==> config.mk <==
export PLATFORM = sky130hd
export DESIGN_NAME = aic_top
export DESIGN_NICKNAME = d
export VERILOG_FILES = /design/src/logic/aic_pkg.sv /design/src/logic/aic_top.sv
export VERILOG_INCLUDE_DIRS = /design/src /design/src/logic
export SDC_FILE = /design/constraint.sdc
export NUM_CORES = 1
export LEC_CHECK = 0
export CAP_MARGIN = 20
export CORE_MARGIN = 4
export CORE_UTILIZATION = 45
export CTS_CLUSTER_DIAMETER = 80
export DETAILED_ROUTE_END_ITERATION = 7
export DONT_BUFFER_PORTS = 1
export GPL_TIMING_DRIVEN = 0
export RECOVER_POWER = 50
export SETUP_SLACK_MARGIN = 0.2
export SYNTH_ARGS = -nofsm -noshare
export SYNTH_HDL_FRONTEND = slang
export SYNTH_SLANG_ARGS = --single-unit
==> constraint.sdc <==
create_clock -name CLK -period 9.57 [get_ports CLK]
set_clock_uncertainty 0.15 [all_clocks]
set_input_delay 1.4355 -clock CLK [delete_from_list [all_inputs] [get_ports CLK]]
set_output_delay 1.4355 -clock CLK [all_outputs]
set_load 0.005 [all_outputs]
==> src/logic/aic_regs.svh <==
// Offsets, field positions, reset values and timing counts.
// Assumes a 100 MHz core clock and a byte-wide host bus.
`ifndef AIC_REGS_SVH
`define AIC_REGS_SVH
// ****************************************
// Register offsets
// ****************************************
`define AIC_ADDR_W 17
`define AIC_OFF_AL_MIN 17'h0_0003
`define AIC_OFF_AL_HOUR 17'h0_0005
`define AIC_OFF_AL_DAY 17'h0_0007
`define AIC_OFF_CMD 17'h0_000B
`define AIC_OFF_WD_LO 17'h0_000C
`define AIC_OFF_WD_HI 17'h0_000D
// ****************************************
// Command byte fields
// ****************************************
`define AIC_B_REFRESH 7
`define AIC_B_SWAP 6
`define AIC_B_SENSE 5
`define AIC_B_PULSE 4
`define AIC_B_WMASK 3
`define AIC_B_TMASK 2
`define AIC_B_MASK 7
`define AIC_CMD_RST 8'h8C
`define AIC_DAY_RMASK 8'h87
// ****************************************
// Timing
// ****************************************
`define AIC_IPW_MS 3
`define AIC_CLK_KHZ 100000
`define AIC_IPW_CYC (`AIC_IPW_MS * `AIC_CLK_KHZ)
`endif

==> src/logic/aic_pkg.sv <==
// Types shared by the alarm and interrupt control block.
// Assumes aic_regs.svh is on the include path.
`include "aic_regs.svh"
package aic_pkg;
  // ****************************************
  // Host bus sample and block state
  // ****************************************
  typedef logic [23:0] aic_pcnt_t;

  typedef struct packed {
    logic [`AIC_ADDR_W-1:0] addr;
    logic ce_n;
    logic oe_n;
    logic we_n;
    logic [7:0] dq;
  } aic_bus_t;

  typedef struct packed {
    aic_bus_t s1;
    aic_bus_t s2;
    logic wr_prev;
    logic rd_prev;
    logic [`AIC_ADDR_W-1:0] lat_addr;
    logic [7:0] lat_data;
    logic [7:0] cmd;
    logic [7:0] al_min;
    logic [7:0] al_hour;
    logic [7:0] al_day;
    logic [7:0] wd_lo;
    logic [7:0] wd_hi;
    logic [13:0] wd_cnt;
    logic [1:0] flag;
    aic_pcnt_t [1:0] pcnt;
    logic [7:0] dq_o;
    logic dq_oe;
    logic irq_a_o;
    logic irq_a_oe;
    logic irq_b_o;
    logic irq_b_oe;
  } aic_state_t;
endpackage : aic_pkg

==> src/logic/aic_top.sv <==
// Command byte, alarm compare, watchdog and interrupt pins.
// Assumes the counting chain sits on CLK and gives a 100 Hz
// tick, a seconds-rollover pulse and the current time.
// Operation
// - Mask bits pick minute, match levels
// - Command byte decoded at offset 0x0B
// - Refresh bit low freezes clock copies
// - Swap bit routes alarms to A/B
// - Sense bit picks B source or sink
// - Pulse bit picks level or pulse
// - Pulse lasts at least 3 ms unless an access to its registers clears the flag first
// - Watchdog mask gates watchdog interrupt
// - Alarm mask gates alarm interrupt
// - Watchdog flag set by hardware, read-only
// - Watchdog register access clears watchdog flag
// - Alarm flag set by hardware, read-only
// - Alarm register access clears alarm flag
// - Pulse mode flag tracks the pulse
// - BCD watchdog countdown, reload, repeat
// - Zero interval disables the watchdog
// - Compare time; minute mode on rollover
`timescale 1ns/1ps
`include "aic_regs.svh"
module aic_top
  import aic_pkg::*;
#(
  parameter int PULSE_CYC = `AIC_IPW_CYC
) (
  input wire logic CLK,
  input wire logic RESET,
  input wire logic [`AIC_ADDR_W-1:0] ADDR,
  input wire logic CE_N,
  input wire logic OE_N,
  input wire logic WE_N,
  input wire logic [7:0] DQ_I,
  output logic [7:0] DQ_O,
  output logic DQ_OE,
  input wire logic TICK_100HZ,
  input wire logic SEC_ROLL,
  input wire logic [7:0] CUR_MIN,
  input wire logic [7:0] CUR_HOUR,
  input wire logic [7:0] CUR_DAY,
  output logic COPY_REFRESH_ON,
  output logic IRQ_OUT_A_O,
  output logic IRQ_OUT_A_OE,
  output logic IRQ_OUT_B_O,
  output logic IRQ_OUT_B_OE
);

  // ****************************************
  // Decode helpers
  // ****************************************
  function automatic logic is_al(input logic [`AIC_ADDR_W-1:0] a);
    return a == `AIC_OFF_AL_MIN || a == `AIC_OFF_AL_HOUR ||
      a == `AIC_OFF_AL_DAY;
  endfunction : is_al

  function automatic logic is_wd(input logic [`AIC_ADDR_W-1:0] a);
    return a == `AIC_OFF_WD_LO || a == `AIC_OFF_WD_HI;
  endfunction : is_wd

  function automatic logic [13:0] bcd2bin(input logic [15:0] b);
    return 14'(b[15:12] * 1000 + b[11:8] * 100 + b[7:4] * 10 +
      b[3:0]);
  endfunction : bcd2bin

  // Undefined mask mixes raise no alarm at all
  // Current time comes in as arguments so that a continuous
  // assignment calling this re-evaluates when the time moves
  function automatic logic tod_match(
    input logic [7:0] amin,
    input logic [7:0] ahour,
    input logic [7:0] aday,
    input logic [7:0] cmin,
    input logic [7:0] chour,
    input logic [7:0] cday
  );
    logic m;
    logic h;
    logic d;
    m = cmin[6:0] == amin[6:0];
    h = chour[6:0] == ahour[6:0];
    d = cday[2:0] == aday[2:0];
    case ({amin[7], ahour[7], aday[7]})
      3'h7: return 1'b1;
      3'h3: return m;
      3'h1: return m && h;
      3'h0: return m && h && d;
      default: return 1'b0;
    endcase
  endfunction : tod_match

  aic_state_t s;
  aic_state_t next_s;
  logic wr_act;
  logic rd_act;
  logic wr_commit;
  logic rd_start;
  logic [1:0] acc;
  logic [1:0] evt;
  logic [1:0] req;
  logic [13:0] wd_val;

  // ****************************************
  // Bus strobes and events
  // ****************************************
  // Write lands on the trailing edge, when data is settled
  assign wr_act = !s.s2.ce_n && !s.s2.we_n;
  assign rd_act = !s.s2.ce_n && !s.s2.oe_n && s.s2.we_n;
  assign wr_commit = s.wr_prev && !wr_act;
  assign rd_start = rd_act && !s.rd_prev;
  assign acc[0] = (wr_commit && is_al(s.lat_addr)) ||
    (rd_start && is_al(s.s2.addr));
  assign acc[1] = (wr_commit && is_wd(s.lat_addr)) ||
    (rd_start && is_wd(s.s2.addr));
  assign wd_val = bcd2bin({s.wd_hi, s.wd_lo});
  // Index 0 is the time-of-day alarm, 1 the watchdog
  assign evt[0] = SEC_ROLL && tod_match(s.al_min, s.al_hour, s.al_day,
    CUR_MIN, CUR_HOUR, CUR_DAY);
  assign evt[1] = TICK_100HZ && wd_val != '0 &&
    s.wd_cnt == 14'h0001 && !acc[1];
  // Masks gate the pins only, flags still set
  assign req[0] = s.flag[0] && !s.cmd[`AIC_B_TMASK];
  assign req[1] = s.flag[1] && !s.cmd[`AIC_B_WMASK];

  // ****************************************
  // Next state
  // ****************************************
  always_comb begin
    next_s = s;
    next_s.s1 = '{ADDR, CE_N, OE_N, WE_N, DQ_I};
    next_s.s2 = s.s1;
    next_s.wr_prev = wr_act;
    next_s.rd_prev = rd_act;
    if (wr_act) begin
      next_s.lat_addr = s.s2.addr;
      next_s.lat_data = s.s2.dq;
    end
    // Register writes; flag bits of the command byte kept
    if (wr_commit) begin
      case (s.lat_addr)
        `AIC_OFF_AL_MIN: next_s.al_min = s.lat_data;
        `AIC_OFF_AL_HOUR: next_s.al_hour = s.lat_data;
        `AIC_OFF_AL_DAY: next_s.al_day = s.lat_data & `AIC_DAY_RMASK;
        `AIC_OFF_CMD: next_s.cmd[7:2] = s.lat_data[7:2];
        `AIC_OFF_WD_LO: next_s.wd_lo = s.lat_data;
        `AIC_OFF_WD_HI: next_s.wd_hi = s.lat_data;
        default: ;
      endcase
    end
    // Read data; other offsets belong to the rest of the chip
    next_s.dq_oe = 1'b0;
    next_s.dq_o = 8'h00;
    if (rd_act) begin
      next_s.dq_oe = 1'b1;
      case (s.s2.addr)
        `AIC_OFF_AL_MIN: next_s.dq_o = s.al_min;
        `AIC_OFF_AL_HOUR: next_s.dq_o = s.al_hour;
        `AIC_OFF_AL_DAY: next_s.dq_o = s.al_day;
        `AIC_OFF_CMD: next_s.dq_o = {s.cmd[7:2], s.flag[1], s.flag[0]};
        `AIC_OFF_WD_LO: next_s.dq_o = s.wd_lo;
        `AIC_OFF_WD_HI: next_s.dq_o = s.wd_hi;
        default: next_s.dq_oe = 1'b0;
      endcase
    end
    // Watchdog countdown, reloaded from the fresh value
    if (acc[1]) begin
      next_s.wd_cnt = bcd2bin({next_s.wd_hi, next_s.wd_lo});
    end else if (TICK_100HZ && wd_val != '0) begin
      if (s.wd_cnt <= 14'h0001) begin
        next_s.wd_cnt = wd_val;
      end else begin
        next_s.wd_cnt = s.wd_cnt - 14'h0001;
      end
    end
    // Flags: pulse timeout, access clear, then set wins
    for (int i = 0; i < 2; i++) begin
      if (s.cmd[`AIC_B_PULSE] && s.flag[i]) begin
        if (s.pcnt[i] == '0) begin
          next_s.flag[i] = 1'b0;
        end else begin
          next_s.pcnt[i] = s.pcnt[i] - aic_pcnt_t'(1);
        end
      end
      if (acc[i]) begin
        next_s.flag[i] = 1'b0;
      end
      if (evt[i]) begin
        next_s.flag[i] = 1'b1;
        next_s.pcnt[i] = aic_pcnt_t'(PULSE_CYC - 1);
      end
    end
    // Pin routing and drive; A is always open drain low
    next_s.irq_a_o = 1'b0;
    next_s.irq_a_oe = s.cmd[`AIC_B_SWAP] ? req[0] : req[1];
    next_s.irq_b_oe = s.cmd[`AIC_B_SWAP] ? req[1] : req[0];
    next_s.irq_b_o = s.cmd[`AIC_B_SENSE];
  end

  // ****************************************
  // State register
  // ****************************************
  // Bus idles deselected so reset makes no false write
  always_ff @(posedge CLK) begin
    if (RESET) begin
      s <= '0;
      s.s1.ce_n <= 1'b1;
      s.s2.ce_n <= 1'b1;
      s.cmd <= `AIC_CMD_RST;
    end else begin
      s <= next_s;
    end
  end

  assign DQ_O = s.dq_o;
  assign DQ_OE = s.dq_oe;
  assign COPY_REFRESH_ON = s.cmd[`AIC_B_REFRESH];
  assign IRQ_OUT_A_O = s.irq_a_o;
  assign IRQ_OUT_A_OE = s.irq_a_oe;
  assign IRQ_OUT_B_O = s.irq_b_o;
  assign IRQ_OUT_B_OE = s.irq_b_oe;
endmodule : aic_top

After elaboration in Yosys (flattened, before gate mapping)
Index checks and enable logic that the tools add are counted.

Bits in registers: 202. Input bits: 56. Output and inout bits: 14. Logic and storage cells: 158.

Add/subtract/negate cells: 9. $mul: 6. Magnitude comparators: 1. Equality and inequality tests: 21. Multiplexer cells: 25. Bitwise operators: 3. Reduce and logical (&&, ||, !) cells: 60.

Operator list (number): two-way mux 19 bit (6); equality test 17 x 4 -> 1 bit, second input constant (6); equality test 17 x 3 -> 1 bit, second input constant (4); logical NOT 24 bit (2); case mux 8 bit (6 select lines) (1); subtractor 24 x 1 -> 24 bit, second input constant (2); two-way mux 14 bit (3); equality test 17 x 2 -> 1 bit, second input constant (2); adder 14 x 11 -> 14 bit (2); adder 14 x 4 -> 14 bit (2); adder 14 x 8 -> 14 bit (2); multiplier 4 x 7 -> 11 bit, second input constant (2); AND reduction 2 bit (10); logical AND 1 bit (19); multiplier 4 x 5 -> 9 bit, second input constant (2); two-way mux 16 bit (1); two-way mux 8 bit (2); equality test 14 x 1 -> 1 bit, second input constant (1); equality test 7 bit (2); less-or-equal comparator 14 x 1 -> 1 bit, second input constant (1); multiplier 4 x 3 -> 7 bit, second input constant (2); nonzero test 14 bit (1); subtractor 14 x 1 -> 14 bit, second input constant (1); nonzero test 3 bit (4); other kinds (14) (45).

Logic depth before layout (Yosys ltp)
Word-level depth: 10. Depth in mapped cells: 24. Gate-level depth less buffers: 23.

Least setup slack after synthesis
Ideal clock, no wire load.

Path type: reg-to-reg. Start: register s[149] (netlist name). End: register s[76] (netlist name). Setup time: 0.101 ns. Arrival time: 5.268 ns. Setup slack: 4.051 ns. Cell stages (with the launch flop): 23. Path buffers: 1. Period minus slack after synthesis: 5.519 ns. Path through: dfxtp_1 > nor4_1 > and4_1 > buf_2 > nand3_4 > mux2i_1 > inv_1 > ha_1 > ha_1 > a31oi_1 > nor2b_1 > fa_1 > ha_1 > xnor2_1 > ha_1 > ha_1 > ha_1 > or2_2 > a21oi_1 > a21oi_1 > a31oi_1 > nor3_1 > o41ai_1.

Longest elaborated chain between the ends: 8. Elaborated cells on any way between the ends: 16. Those cells by class: add/sub (3); mul (3); eq/ne (2); mux (4); reduce/logical (4).

RTL lines: start: declaration (RTL line aic_top.sv:93) `aic_state_t s;`; start signal: assignment (RTL line aic_top.sv:211) `s <= next_s;`; equality test 17 x 4 -> 1 bit (RTL line aic_top.sv:141) `case (s.lat_addr)`; two-way mux 8 bit (RTL line aic_top.sv:141); two-way mux 16 bit (RTL line aic_top.sv:140) `if (wr_commit) begin`; multiplier 4 x 7 -> 11 bit or multiplier 4 x 5 -> 9 bit (tied branches) (RTL line aic_top.sv:63) `return 14'(b[15:12] * 1000 + b[11:8] * 100 + b[7:4] * 10 +`; adder 14 x 11 -> 14 bit (RTL line aic_top.sv:63); adder 14 x 8 -> 14 bit (RTL line aic_top.sv:63); adder 14 x 4 -> 14 bit (RTL line aic_top.sv:63); two-way mux 14 bit (RTL line aic_top.sv:167) `if (acc[1]) begin`.

Parallel ways exist; a longest one is shown, timed or not. A chain may end at the register's enable or synchronous reset.

Final worst setup path
Same ends and word-level chain as after synthesis.

==> metrics.yaml <==
slowest_stage: "fa_1"
timing.fmax_ghz: 0.151
post_cts_buffers: 0
gp_congestion: 0.836
synth-edff-count: 0
wire_per_inst_um: 16.3
std_cell_rows: 58
cts_tree: "built"
vias: 8931
endpoint_kind: "register"
synth_warnings: 0
critical_path_required_ns: 9.82
dp_hpwl_um: 21000
synth-seq-area-share: 0.346
clk_pin_slew_ns: 0.06
sw_frac_of_total: 0.206
arrival_ns: 6.87
die_w_um: 169
min_period_ns: 6.62
ant_nets: 0
worst_slew_pin_slew_ns: 1.01
ys_ff_latch: 201
synth_top_area_share: 0.346
p_clk_frac: 0.515
clk_latency_ns: 0.51
ff2ff_path_depth: 22
ctsHtreeMaxLevel: 1
final.setup.tns_ns: 0
wl_um: 27100
crit_buf_inv: 2
crit_family: "adder cells"
cts_resized: 0
syn-num-nets: 1483
hold_path_depth: 1
cpMostUsedCell: "ha_1"
drv_slew: 0
setup_viol: 0
cts_root_buf: "clkbuf_16"
dpl_cell_area_mm2: 0.0121
status: "finished, final reports clean"
min_period_over_period: 0.691
grt_max_degree: 14
rsz0062_at_grt: "false"
yosys.area.top_type: "dfxtp_1"
grt_overflow: 0
slew_headroom: 0.329
avgSynthCellArea_um2: 9.00
seq_power_share: 0.462
synth_flop_cell: "dfxtp_1"
synth_cell_types: 77
grt_pass1_wl_um: 44500
hp-class: "register to register"
antenna_cells: 0
grt_antenna_before_repair: 0
initial_core_util: 0.459
track_usage: 0.189
drive_above_1_share: 0.0763
final_area_mm2: 0.0129
mostFrequentLayoutCell: "dfxtp_1"
timing.rr.start: "s[149]$_SDFFE_PP0P_"
via_per_inst: 5.36
switchingPower_mw: 0.382
dpl.cell_count: 1623
async_reset_ff_frac: 0
leakage_nw: 5.71
dieHeight_um: 169
min_to: "s[162]$_SDFF_PP1_"
irDropWorstVdd_uv: 130
boundaryPins: 70
dr.pass1.iters: 8
p_int_mw: 1.47
crit_path_start_kind: "register"
holdBufCountCts: 0
path_max_fanout: 8
ctsLongestPathBuffers: 3
hold_start: "next_s[162]$_SDFF_PP1_"
synth_area_leaders: "dfxtp_1 35%, ha_1 11%, fa_1 5.3%"
drc: 0
synth.cell_area_mm2: 0.0116
final_cell_count_no_fill: 1666
die_area_mm2: 0.0285
numCtsBuffers: 24
hold_viol_final: 0
io_buffers: 0
r2r_setup_slack_ns: 2.95
cap_violations: 0
clock_sinks: 201
worstPathCellList: "nor4_1, and4_1, clkbuf_1, nand3_4, mux2i_1, inv_1, ha_1, ha_1, a31oi_1, nor2b_1, fa_1, ha_1, xnor2_1, ha_1, ha_1, ha_1, or2_2, a21oi_1, a21oi_1, a31oi_1, nor3_1, o41ai_1"
fillers: 2373
combPwrFrac: 0.024
max_stage_delay_ns: 0.50
design.core.area_mm2: 0.0253
final_net_count: 1511
rr_endpoint: "s[76]$_SDFFE_PP0P_"
drtIter0Drc: 644
layout_common_cells: "201 x dfxtp_1, 142 x nand2_1, 105 x ha_1, 99 x a21oi_1, 84 x inv_1"
critical_path_class: "register to register"
p_per_area_mw_per_mm2: 144
syn_inst: 1291
grt_pass1_vias: 8680
syn_to_final_growth_pct: 11.0
Yosys cell counts, types with 3 or more instances:
| cell | n |
|---|---|
| or4_4 | 4 |
| nand3b_1 | 3 |
| nor4b_1 | 3 |
| buf_4 | 11 |
| mux2_2 | 25 |
| fa_1 | 31 |
| a21o_1 | 10 |
| or2_2 | 7 |
| clkbuf_1 | 39 |
| inv_1 | 84 |
| nor4_4 | 3 |
| a22oi_1 | 4 |
| o221ai_1 | 3 |
| o31ai_1 | 3 |
| o41ai_1 | 4 |
| nor3_1 | 37 |
| mux2i_1 | 16 |
| nor2b_1 | 72 |
| o21bai_1 | 5 |
| xor2_1 | 45 |
| or4_1 | 5 |
| or3_1 | 11 |
| nor4_1 | 22 |
| a222oi_1 | 8 |
| ha_1 | 105 |
| nor2_1 | 80 |
| and3_1 | 5 |
| xnor2_1 | 51 |
| nand2_1 | 142 |
| o21ai_0 | 33 |
| a21oi_1 | 99 |
| a211oi_1 | 8 |
| nand3_1 | 18 |
| a31oi_1 | 13 |
| o2111ai_1 | 3 |
| dfxtp_1 | 201 |
| o211ai_1 | 4 |
| nand4_1 | 5 |
| nand2b_1 | 19 |
final cells by class:
class                   instances  area (um^2)  share of cell area
multi-input cells             953         7050               0.547
flip-flops and latches        201         4020               0.312
clock buffers                  36          727              0.0563
well taps                     330          413              0.0320
inverters                      84          315              0.0244
plain buffers                  53          238              0.0184
clock inverters                 7          123             0.00950
repair buffers                  2         11.3            0.000873
flip-flops by register name, indices dropped and copies added, names as in the netlist:
register / cells
COPY_REFRESH_ON: 1
s: 159
DQ_O: 8
IRQ_OUT_A_OE: 1
DQ_OE: 1
IRQ_OUT_B_OE: 1
next_s: 29
IRQ_OUT_B_O: 1
power by group through the flow:
| stage | logic, mW | clock network [mW] | registers (mW) |
|---|---|---|---|
| 2_1_floorplan | 0.0315 | 0 | 0.871 |
| 3_3_place_gp | 0.0440 | 0 | 0.873 |
| 3_5_place_dp | 0.0445 | 0 | 0.873 |
| 4_1_cts | 0.0445 | 0.970 | 0.855 |
| 5_1_grt | 0.0490 | 1.01 | 0.855 |
| 6_report | 0.0441 | 0.953 | 0.855 |
per-stage QoR:
stage | power [mW] | utilization | hold WS (ns) | setup slack, ns
floorplan | 0.902 | - | 0.239 | 4.05
global placement | 0.917 | 0.475 | 0.252 | 3.06
detailed placement | 0.917 | 0.476 | 0.249 | 3.10
CTS | 1.87 | 0.510 | 0.263 | 3.04
global route | 1.91 | 0.509 | 0.291 | 2.36
finish | 1.85 | 0.509 | 0.264 | 2.95
how the worst max path moves through the flow:
stage	startpoint	to	slack [ns]	cells past startpoint
finish	s[149]$_SDFFE_PP0P_	s[76]$_SDFFE_PP0P_	2.95	22
CTS	s[149]$_SDFFE_PP0P_	s[76]$_SDFFE_PP0P_	3.04	22
floorplan	s[149]$_SDFFE_PP0P_	s[76]$_SDFFE_PP0P_	4.05	22
global route	s[149]$_SDFFE_PP0P_	s[76]$_SDFFE_PP0P_	2.36	23
detailed placement	s[149]$_SDFFE_PP0P_	s[76]$_SDFFE_PP0P_	3.10	22
global placement	s[149]$_SDFFE_PP0P_	s[76]$_SDFFE_PP0P_	3.06	22
logic make-up (layout without fill, tap and decap cells):
logic type,Yosys count,after routing,share of synthesized area
multiplexers,42,42,0.0392
other,1,1,0.000323
XOR/XNOR,96,96,0.0723
buffers and inverters,137,182,0.0480
AND/OR/NAND/NOR,452,452,0.202
flip-flops,201,201,0.346
AO/OA/AOI/OAI,226,226,0.125
adder cells (fa/ha/maj),136,136,0.166
layer usage:
metal | track usage | vias up | wire length, um
met5 | 0 | - | 0
met4 | 0.0466 | 0 | 612
met3 | 0.0259 | 45 | 1340
met2 | 0.305 | 197 | 12300
met1 | 0.269 | 4178 | 12900
li1 | - | 4511 | -
worst reg2reg max path, cell delays in order, from the launching register on:
cell	delay, ns
dfxtp_1	0.31
nor4_1	0.40
and4_1	0.25
clkbuf_1	0.29
nand3_4	0.20
mux2i_1	0.47
inv_1	0.09
ha_1	0.35
ha_1	0.23
a31oi_1	0.23
nor2b_1	0.39
fa_1	0.50
ha_1	0.35
xnor2_1	0.19
ha_1	0.26
ha_1	0.31
ha_1	0.33
or2_2	0.30
a21oi_1	0.15
a21oi_1	0.07
a31oi_1	0.30
nor3_1	0.12
o41ai_1	0.30
Note: power is estimated with default switching activity, not from simulation.
